--- src/common/asrc_consts.svh ---
// timing and layout constants for the async static memory host controller
// Overview of operation
// - write only while select and strobe low
// - read: select and drive low, strobe high
// - write ends when select or strobe rises
// - host holds data around terminating strobe edge
`ifndef ASRC_CONSTS_SVH
`define ASRC_CONSTS_SVH
`define ASRC_ADDR_W 18
`define ASRC_DATA_W 16
`define ASRC_CLK_PS 8000
// slowest grade figures, picoseconds
`define ASRC_T_ACC_PS 25000
`define ASRC_T_PWE_PS 15000
`define ASRC_T_SD_PS 10000
`define ASRC_T_HZ_PS 10000
`define ASRC_T_WC_PS 25000
// least times rounded up to whole cycles
`define ASRC_CYC(ps) (((ps) + `ASRC_CLK_PS - 1) / `ASRC_CLK_PS)
`endif

--- src/common/asrc_pkg.sv ---
// types for the async static memory host controller
package asrc_pkg;
  typedef enum logic [2:0] {
    ST_IDLE = 3'b000,
    ST_RD = 3'b001,
    ST_RDDONE = 3'b011,
    ST_WR = 3'b010,
    ST_WRHOLD = 3'b110,
    ST_GAP = 3'b100
  } asrc_state_t;
endpackage

--- src/hdl/asrc_host.sv ---
// host controller driving an asynchronous 256k x 16 static memory
`timescale 1ns/1ps
`include "asrc_consts.svh"
module asrc_host #(
  parameter int ADDR_W = `ASRC_ADDR_W,
  parameter int DATA_W = `ASRC_DATA_W
) (
  // clock and reset
  input wire logic CLK,
  input wire logic NRST,
  input wire logic CE,
  // user request
  input wire logic REQ_VALID,
  input wire logic REQ_WRITE,
  input wire logic [ADDR_W-1:0] REQ_ADDR,
  input wire logic [DATA_W-1:0] REQ_WDATA,
  input wire logic [1:0] REQ_BYTE_EN,
  output logic REQ_READY,
  // user answer
  output logic RSP_VALID,
  output logic [DATA_W-1:0] RSP_RDATA,
  // memory pins
  output logic [ADDR_W-1:0] WORD_ADDRESS,
  output logic CHIP_SELECT_N,
  output logic WRITE_STROBE_N,
  output logic OUTPUT_DRIVE_N,
  output logic LOW_BYTE_LANE_N,
  output logic HIGH_BYTE_LANE_N,
  output logic [DATA_W-1:0] DATA_LINES_O,
  output logic DATA_LINES_OE,
  input wire logic [DATA_W-1:0] DATA_LINES_I
);
  localparam logic [2:0] RD_CYC = 3'(`ASRC_CYC(`ASRC_T_ACC_PS));
  localparam logic [2:0] WR_CYC = 3'(`ASRC_CYC(`ASRC_T_PWE_PS));
  localparam logic [2:0] HZ_CYC = 3'(`ASRC_CYC(`ASRC_T_HZ_PS));
  if (ADDR_W != `ASRC_ADDR_W || DATA_W != `ASRC_DATA_W) begin : g_bad_geom
    $error("asrc_host: memory is 18-bit address by 16-bit word");
  end
  // the 3-bit phase timer must hold every count, synchroniser slack included
  if (`ASRC_CYC(`ASRC_T_ACC_PS) + 2 > 7 || `ASRC_CYC(`ASRC_T_PWE_PS) > 7
      || `ASRC_CYC(`ASRC_T_HZ_PS) > 7) begin : g_bad_cyc
    $error("asrc_host: phase count does not fit the timer");
  end

  asrc_pkg::asrc_state_t st_r, st_nxt;
  logic [DATA_W-1:0] din_s1_r, din_s2_r;
  logic [2:0] tload_val;
  logic tload, tdone;

  // pin data is asynchronous to CLK, two flops before use
  always_ff @(posedge CLK or negedge NRST) begin
    if (!NRST) begin
      din_s1_r <= '0;
      din_s2_r <= '0;
    end else if (CE) begin
      din_s1_r <= DATA_LINES_I;
      din_s2_r <= din_s1_r;
    end
  end

  asrc_timer #(.W(3)) u_timer (
    .clk(CLK),
    .nrst(NRST),
    .ce(CE),
    .load(tload),
    .value(tload_val),
    .done(tdone)
  );

  // no enabled lane: skip the write entirely, word stays unchanged
  wire lanes_none = (REQ_BYTE_EN == 2'b00);
  wire take = REQ_VALID && REQ_READY;
  wire take_wr = take && REQ_WRITE && !lanes_none;
  wire take_rd = take && !REQ_WRITE;
  wire take_nop = take && REQ_WRITE && lanes_none;
  // two extra cycles cover the synchroniser on the way back
  wire [2:0] rd_wait = RD_CYC + 3'd2;

  always_comb begin
    st_nxt = st_r;
    tload = 1'b0;
    tload_val = '0;
    case (st_r)
      asrc_pkg::ST_IDLE: begin
        if (take_rd) begin
          st_nxt = asrc_pkg::ST_RD;
          tload = 1'b1;
          tload_val = rd_wait;
        end else if (take_wr) begin
          st_nxt = asrc_pkg::ST_WR;
          tload = 1'b1;
          tload_val = WR_CYC;
        end
      end
      asrc_pkg::ST_RD: begin
        if (tdone) begin
          st_nxt = asrc_pkg::ST_RDDONE;
        end
      end
      asrc_pkg::ST_RDDONE: begin
        st_nxt = asrc_pkg::ST_GAP;
        tload = 1'b1;
        tload_val = HZ_CYC;
      end
      asrc_pkg::ST_WR: begin
        if (tdone) begin
          st_nxt = asrc_pkg::ST_WRHOLD;
        end
      end
      asrc_pkg::ST_WRHOLD: begin
        st_nxt = asrc_pkg::ST_GAP;
        tload = 1'b1;
        tload_val = HZ_CYC;
      end
      asrc_pkg::ST_GAP: begin
        if (tdone) begin
          st_nxt = asrc_pkg::ST_IDLE;
        end
      end
      default: st_nxt = asrc_pkg::ST_IDLE;
    endcase
  end

  // pin levels per state
  wire sel_nxt = (st_nxt == asrc_pkg::ST_RD) || (st_nxt == asrc_pkg::ST_RDDONE)
    || (st_nxt == asrc_pkg::ST_WR);
  wire wr_nxt = (st_nxt == asrc_pkg::ST_WR);
  wire rd_nxt = (st_nxt == asrc_pkg::ST_RD) || (st_nxt == asrc_pkg::ST_RDDONE);
  // data driven through the strobe and one hold cycle after it rises
  wire drv_nxt = wr_nxt || (st_nxt == asrc_pkg::ST_WRHOLD);

  always_ff @(posedge CLK or negedge NRST) begin
    if (!NRST) begin
      st_r <= asrc_pkg::ST_IDLE;
      REQ_READY <= 1'b0;
      RSP_VALID <= 1'b0;
      RSP_RDATA <= '0;
      WORD_ADDRESS <= '0;
      CHIP_SELECT_N <= 1'b1;
      WRITE_STROBE_N <= 1'b1;
      OUTPUT_DRIVE_N <= 1'b1;
      LOW_BYTE_LANE_N <= 1'b1;
      HIGH_BYTE_LANE_N <= 1'b1;
      DATA_LINES_O <= '0;
      DATA_LINES_OE <= 1'b0;
    end else if (CE) begin
      st_r <= st_nxt;
      REQ_READY <= (st_nxt == asrc_pkg::ST_IDLE) && !take;
      RSP_VALID <= (st_r == asrc_pkg::ST_RD) && tdone;
      if ((st_r == asrc_pkg::ST_RD) && tdone) begin
        RSP_RDATA <= din_s2_r;
      end
      if (take) begin
        WORD_ADDRESS <= REQ_ADDR;
        LOW_BYTE_LANE_N <= !REQ_BYTE_EN[0];
        HIGH_BYTE_LANE_N <= !REQ_BYTE_EN[1];
        DATA_LINES_O <= REQ_WDATA;
      end
      // select only during an access, standby otherwise
      CHIP_SELECT_N <= !sel_nxt;
      // strobe and select fall and rise together: overlap is the write
      WRITE_STROBE_N <= !wr_nxt;
      OUTPUT_DRIVE_N <= !rd_nxt;
      DATA_LINES_OE <= drv_nxt;
    end
  end

  // checks
  property p_wr_overlap;
    @(posedge CLK) disable iff (!NRST) !WRITE_STROBE_N |-> !CHIP_SELECT_N;
  endproperty
  a_wr_overlap: assert property (p_wr_overlap) else $error("strobe without select");
  property p_no_contention;
    @(posedge CLK) disable iff (!NRST) DATA_LINES_OE |-> OUTPUT_DRIVE_N;
  endproperty
  a_no_contention: assert property (p_no_contention) else $error("bus contention");
  property p_rd_mode;
    @(posedge CLK) disable iff (!NRST) !OUTPUT_DRIVE_N |-> WRITE_STROBE_N && !CHIP_SELECT_N;
  endproperty
  a_rd_mode: assert property (p_rd_mode) else $error("bad read levels");
  property p_wr_len;
    @(posedge CLK) disable iff (!NRST || !CE) $fell(WRITE_STROBE_N) |-> !WRITE_STROBE_N [*2];
  endproperty
  a_wr_len: assert property (p_wr_len) else $error("write strobe too short");
  property p_data_hold;
    @(posedge CLK) disable iff (!NRST || !CE) $rose(WRITE_STROBE_N) |-> DATA_LINES_OE;
  endproperty
  a_data_hold: assert property (p_data_hold) else $error("no data hold");
  property p_wr_end;
    @(posedge CLK) disable iff (!NRST || !CE) $rose(WRITE_STROBE_N) |-> CHIP_SELECT_N;
  endproperty
  a_wr_end: assert property (p_wr_end) else $error("select not raised");
  property p_idle_standby;
    @(posedge CLK) disable iff (!NRST || !CE) st_r == asrc_pkg::ST_IDLE |-> CHIP_SELECT_N;
  endproperty
  a_idle_standby: assert property (p_idle_standby) else $error("selected while idle");
  property p_lanes_on_wr;
    @(posedge CLK) disable iff (!NRST)
      !WRITE_STROBE_N |-> !(LOW_BYTE_LANE_N && HIGH_BYTE_LANE_N);
  endproperty
  a_lanes_on_wr: assert property (p_lanes_on_wr) else $error("write with no lane");
  property p_rsp_time;
    @(posedge CLK) disable iff (!NRST || !CE) $fell(OUTPUT_DRIVE_N) |-> ##[1:8] RSP_VALID;
  endproperty
  a_rsp_time: assert property (p_rsp_time) else $error("read answer late");
  // a low enable must hold select, strobe, output drive and the answer valid where they stand
  property p_freeze;
    @(posedge CLK) disable iff (!NRST)
      !CE |=> $stable(CHIP_SELECT_N) && $stable(WRITE_STROBE_N) && $stable(OUTPUT_DRIVE_N)
      && $stable(RSP_VALID);
  endproperty
  a_freeze: assert property (p_freeze) else $error("state moved while disabled");
  property p_addr_hold;
    @(posedge CLK) disable iff (!NRST)
      !CHIP_SELECT_N && !$past(CHIP_SELECT_N) |-> $stable(WORD_ADDRESS)
      && $stable(LOW_BYTE_LANE_N) && $stable(HIGH_BYTE_LANE_N);
  endproperty
  a_addr_hold: assert property (p_addr_hold) else $error("address moved while selected");
  property p_wr_data;
    @(posedge CLK) disable iff (!NRST)
      !WRITE_STROBE_N && !$past(WRITE_STROBE_N) |-> $stable(DATA_LINES_O) && DATA_LINES_OE;
  endproperty
  a_wr_data: assert property (p_wr_data) else $error("write data moved under strobe");
  c_read: cover property (@(posedge CLK) RSP_VALID);
  c_write: cover property (@(posedge CLK) $rose(WRITE_STROBE_N));
  c_low_only: cover property (@(posedge CLK) !WRITE_STROBE_N && HIGH_BYTE_LANE_N);
  c_nop: cover property (@(posedge CLK) take_nop);
  c_frozen: cover property (@(posedge CLK) !CE && !CHIP_SELECT_N);
endmodule

--- src/hdl/asrc_timer.sv ---
// down counter that times each phase of a memory cycle
`timescale 1ns/1ps
module asrc_timer #(
  parameter int W = 3
) (
  // clock and reset
  input wire logic clk,
  input wire logic nrst,
  input wire logic ce,
  // control
  input wire logic load,
  input wire logic [W-1:0] value,
  // status
  output logic done
);
  if (W < 1) begin : g_bad_w
    $error("asrc_timer: width must be at least one bit");
  end
  logic [W-1:0] cnt_r;
  assign done = (cnt_r == '0);
  always_ff @(posedge clk or negedge nrst) begin
    if (!nrst) begin
      cnt_r <= '0;
    end else if (ce) begin
      if (load) begin
        cnt_r <= value;
      end else if (!done) begin
        cnt_r <= cnt_r - W'(1);
      end
    end
  end
endmodule

--- config.mk ---
export PLATFORM = sky130hd
export DESIGN_NAME = asrc_host
export DESIGN_NICKNAME = d
export VERILOG_FILES = /design/src/common/asrc_pkg.sv /design/src/hdl/asrc_host.sv /design/src/hdl/asrc_timer.sv
export VERILOG_INCLUDE_DIRS = /design/src /design/src/common
export SDC_FILE = /design/constraint.sdc
export NUM_CORES = 1
export LEC_CHECK = 0
export BUFFER_PORTS_ARGS = -buffer_cell sky130_fd_sc_hd__clkbuf_2
export CAP_MARGIN = 40
export CORE_AREA = 2 2 90 92
export DETAILED_ROUTE_END_ITERATION = 8
export DIE_AREA = 0 0 92 94
export HOLD_SLACK_MARGIN = 0.12
export PLACE_DENSITY = 0.75
export SYNTH_ARGS = -nofsm -noshare
export SYNTH_HDL_FRONTEND = slang
export SYNTH_SLANG_ARGS = --single-unit
--- constraint.sdc ---
create_clock -name CLK -period 2.25 [get_ports CLK]
set_input_delay 0.1125 -clock CLK [delete_from_list [all_inputs] [get_ports CLK]]
set_output_delay 0.1125 -clock CLK [all_outputs]
set_load 0.05 [all_outputs]
Word-level counts from Yosys, hierarchy flattened
Index checks and enable logic that the tools add are counted.
- memories kept: 0
- flip-flop bits (word level): 96
- logic and storage cells: 65
- latch bits: 0
- memory bits (writable): 0
- memory bits (read-only): 0
- input port bits: 57
- output and inout bits: 58
- muxes and demuxes: 14
- reductions and logical operators: 25
- eq/ne operators: 10
- $add $sub $neg: 1
- shift-type cells: 0
- bitwise gates (word level): 0
- multipliers: 0
- div/mod/pow operators: 0
- order comparisons: 0
- operators by type and width (operator ; number):
    2-to-1 mux 3 bit ; 8
    one-hot mux 3 bit (5 select lines) ; 1
    equality test 3 x 2 -> 1 bit, second input constant ; 4
    equality test 3 bit, second input constant ; 3
    logical NOT 3 bit ; 3
    logical NOT 1 bit ; 8
    equality test 3 x 1 -> 1 bit, second input constant ; 2
    logical AND 1 bit ; 6
    one-hot mux 3 bit (2 select lines) ; 1
    AND reduction 2 bit ; 3
    logical OR 1 bit ; 3
    subtractor 3 x 1 -> 3 bit, second input constant ; 1
    logical NOT 2 bit ; 1
    2-to-1 mux 1 bit ; 2
    2-to-1 mux 2 bit ; 1
    != test 2 bit, second input constant ; 1
    one-hot mux 1 bit (2 select lines) ; 1
    OR reduction 2 bit ; 1

Logic depth before layout (Yosys ltp)
- word-level depth: 10
- gate-level depth with buffers: 8
- depth with buffers taken out: 7

Hierarchy
Synthesis repeated with hierarchy kept, for this count alone.
- cells, all modules: 255
- area, all modules: 3836.2 um^2
- by module, submodules not included (module ; cells each ; sequential area each (um^2) ; area each (um^2) ; instances):
    asrc_host ; 233 ; 2333.5 ; 3637.2 ; 1
    asrc_timer ; 22 ; 75.1 ; 198.9 ; 1

Worst setup path after synthesis
No wires, ideal clock.
- path type: reg-to-reg
- start: register u_timer.cnt_r[0]
- end: register RSP_RDATA[10]
- arrival time: 1.732 ns
- period minus slack after synthesis: 1.857 ns
- cell stages (with the launch flop): 9
- setup time: 0.125 ns
- required time: 2.125 ns
- setup slack: 0.393 ns
- path buffers: 2
- path through: dfrtp_1 > inv_1 > ha_1 > ha_1 > nand2_1 > or3_1 > buf_6 > buf_12 > mux2_4
- cells in the longest elaborated chain, start to end: 3
- ends and longest elaborated chain (element ; line ; source):
    start: declaration ; asrc_timer.sv:19 ; logic [W-1:0] cnt_r;
    start signal: assignment ; asrc_timer.sv:26 ; cnt_r <= value;
    start signal: assignment ; asrc_timer.sv:28 ; cnt_r <= cnt_r - W'(1);
    logical NOT 3 bit ; asrc_timer.sv:20 ; assign done = (cnt_r == '0);
    logical AND 1 bit ; asrc_host.sv:150 ; if ((st_r == asrc_pkg::ST_RD) && tdone) begin
    AND reduction 2 bit (no source line) ; n/a ;
    end signal: assignment ; asrc_host.sv:151 ; RSP_RDATA <= din_s2_r;
    end: declaration ; asrc_host.sv:21 ; output logic [DATA_W-1:0] RSP_RDATA,
No other way between the ends.
A chain may end at the register's enable or synchronous reset.

Worst setup path after layout
- start: register u_timer.cnt_r[0]
- end: register RSP_RDATA[13]
The elaborated chain is that of the path after synthesis.

==> impl_metrics.json <==
{
  "outcome": "completed",
  "crit_fanout": 17,
  "syn_nets": 308,
  "drc_errors": 0,
  "dr.pass1.iters": 4,
  "setup.worst_path.start": "u_timer.cnt_r[0]$_DFFE_PN0P_",
  "pin_count": 115,
  "wl_mm": 8.057,
  "finalHoldViolations": 0,
  "die_width_um": 92,
  "critPathMaxStageDelay_ns": 0.40,
  "rsz0062_at_grt": "false",
  "synthArstFlopShare_pct": 100.0,
  "fin_crit_ns": 1.932,
  "htree_num_levels": 3,
  "wire_per_inst_um": 15.29,
  "synth_area_um2": 3809,
  "avgSynthCellArea_um2": 15.30,
  "clk_path_buf_depth": 2,
  "grt_overflow_total": 0,
  "routed_via_density": 4.934,
  "start_kind": "flop",
  "fp.dieH_um": 94,
  "cts_buffers": 9,
  "relSlewSlack_pct": 52.61,
  "postCtsSetupRepairBufs": 0,
  "path_class": "flop to flop",
  "drt_iter0_markers": 94,
  "vias": 2600,
  "slew_violations": 0,
  "drv_cap": 0,
  "worstPathArrival_ns": 2.16,
  "place_congestion": 0.8227,
  "setup_violations": 0,
  "yosysUniqueCellTypes": 38,
  "synth-adder-area-share_pct": 0.6570,
  "rows": 32,
  "dp_hpwl_mm": 4.974,
  "cp_slowest_cell": "dfrtp_1",
  "die_area_um2": 8648,
  "muxShareOfSynthArea_pct": 25.69,
  "synthXorXnorAreaFrac_pct": 0,
  "fin_crit_sh_pct": 85.84,
  "grt_usage_pct": 19.28,
  "hp-class": "primary input to flop",
  "hp-start": "CE",
  "grt_max_degree": 55,
  "grt_pass1_vias": 2714,
  "synth-seq-cells": 96,
  "ant_nets": 0,
  "vdd_drop_max_mv": 0.8031,
  "cts.sink_count": 96,
  "cp_common_cell": "ha_1",
  "area_delta_synth_final_pct": 37.19,
  "crit_chain": "inv_1 -> ha_1 -> ha_1 -> nand2_1 -> or3_1 -> buf_4 -> mux2_4",
  "cts_tree": "built",
  "yosys_warnings": 0,
  "tightest_slew_ns": 0.7034,
  "p_per_area_nw_per_um2": 1404,
  "fin_skew_ns": 0.008114,
  "clk_latency_ns": 0.35,
  "yosysSeqAreaShare_pct": 63.24,
  "ys.flop_type": "dfrtp_1",
  "n_antenna_cell": 0,
  "final_common_cell": "clkbuf_2",
  "r2r_start": "u_timer.cnt_r[0]$_DFFE_PN0P_",
  "path_clk_slew_ns": 0.09,
  "power.static_leakage_uw": 0.002551,
  "r2r_setup_slack_ns": 0.32,
  "synth_edf_count": 0,
  "portBuffers": 114,
  "initial_core_util_pct": 50.07,
  "cp.required_ns": 2.48,
  "crit_buf_inv": 2,
  "grt_pass1_wl_mm": 12.94,
  "fin_nets": 479,
  "postSynthCellCount": 249,
  "synth_simple_gate_area_share_pct": 2.957,
  "crit_family": "simple AND/OR/NAND/NOR gates",
  "fin_setup_tns_ns": 0,
  "synth_compound_area_share_pct": 4.336,
  "end_kind": "flop",
  "core_area_um2": 7607,
  "fillCellCount": 554,
  "layout-drive-gt1-share_pct": 53.18,
  "power_uw": 7336,
  "final_cell_mix": "clkbuf_2 (113), dfrtp_1 (91), mux2_2 (74), dlygate4sd3_1 (53), clkbuf_8 (10)",
  "clock.fmax_mhz": 517.7,
  "cts-root-buf": "clkbuf_8",
  "grt_antenna_before_repair": 0,
  "synth_top_family_by_area": "multiplexers",
  "cts-resized-gates": 0
}
worst register-to-register path, delay by kind of cell, from the launching register on:
family / cells / cell delay [ns]
buffers and inverters: 2 / 0.29
AND/OR/NAND/NOR: 2 / 0.42
flip-flops: 1 / 0.40
multiplexers: 1 / 0.32
adder cells (fa/ha/maj): 2 / 0.39
stage by stage:
| step | utilization [%] | area, um^2 | worst slack [ns] | hold WS [ns] | std cells |
|---|---|---|---|---|---|
| after floorplan | - | 3809 | 0.3933 | -0.1831 | 249 |
| after global placement | 58.83 | 4476 | 0.3991 | 0.1375 | 457 |
| after detailed placement | 59.10 | 4496 | 0.3320 | 0.1376 | 458 |
| after CTS | 68.68 | 5225 | 0.3188 | 0.1281 | 527 |
| after global routing | 68.68 | 5225 | 0.2262 | 0.1555 | 527 |
| final | 68.68 | 5225 | 0.3185 | 0.1553 | 527 |
Yosys cell counts, types with 2 or more instances:
library cell	count	area [um^2]
clkbuf_1	5	18.77
nor3_1	2	10.01
o22a_1	2	17.52
nand2_1	5	18.77
nor2_1	5	18.77
nand2b_1	3	18.77
buf_6	2	22.52
dfrtp_1	91	2277
a21boi_0	2	15.01
mux2_2	74	833.3
buf_2	4	20.02
mux2_4	9	135.1
nor4_1	2	12.51
ha_1	2	25.02
a21oi_1	2	10.01
inv_1	9	33.78
o21ai_0	5	25.02
dfstp_2	5	131.4
layer usage:
| metal | share of wire, % | track usage, % | vias up |
|---|---|---|---|
| met3 | 5.8 | 4.815 | 11 |
| met2 | 51 | 33.95 | 89 |
| li1 | - | - | 1218 |
| met5 | 0 | 0 | - |
| met1 | 43 | 23.16 | 1282 |
| met4 | 1.0 | 6.716 | 0 |
where the power goes:
group,switching [uW],internal [uW]
clock,571,550
combinational,2440,1040
sequential,368,2360
total,3380,3960
timing repair:
item                                    in CTS  in global routing
hold endpoints to repair                    94                  0
hold buffers                                53                  0
endpoints found under the setup margin       0                  0
sequential cells by signal (all words and copies together) (netlist names):
name,flops
u_timer.cnt_r,3
OUTPUT_DRIVE_N,1
REQ_READY,1
DATA_LINES_O,16
din_s2_r,16
RSP_RDATA,16
DATA_LINES_OE,1
st_r,3
WRITE_STROBE_N,1
LOW_BYTE_LANE_N,1
HIGH_BYTE_LANE_N,1
RSP_VALID,1
din_s1_r,16
WORD_ADDRESS,18
CHIP_SELECT_N,1
logic make-up after synthesis:
group | after synthesis
simple gates | 22
fa+ha+maj | 2
flops | 96
buf+inv | 22
compound gates | 23
mux | 84
worst paths after layout:
kind | end | depth (start not counted)
setup / recovery | RSP_RDATA[13]$_DFFE_PN0P_ | 7
hold / removal | REQ_READY$_DFFE_PN0P_ | 4
setup reg to reg | RSP_RDATA[13]$_DFFE_PN0P_ | 7
hold reg to reg | u_timer.cnt_r[0]$_DFFE_PN0P_ | 1
max in group asynchronous | CHIP_SELECT_N$_DFFE_PN1P_ | 3
min in group asynchronous | WORD_ADDRESS[1]$_DFFE_PN0P_ | 2
final cells by class:
| cell class | count | area [um^2] | area share [%] |
|---|---|---|---|
| tap | 102 | 127.6 | 2.443 |
| sequential | 96 | 2409 | 46.10 |
| inverter | 10 | 37.54 | 0.7184 |
| clock buffer | 12 | 145.1 | 2.778 |
| multi-input combinational | 131 | 1286 | 24.62 |
| timing repair buffer | 172 | 1166 | 22.32 |
| clock inverter | 4 | 53.80 | 1.030 |
Power figures use the tool's default switching activity.
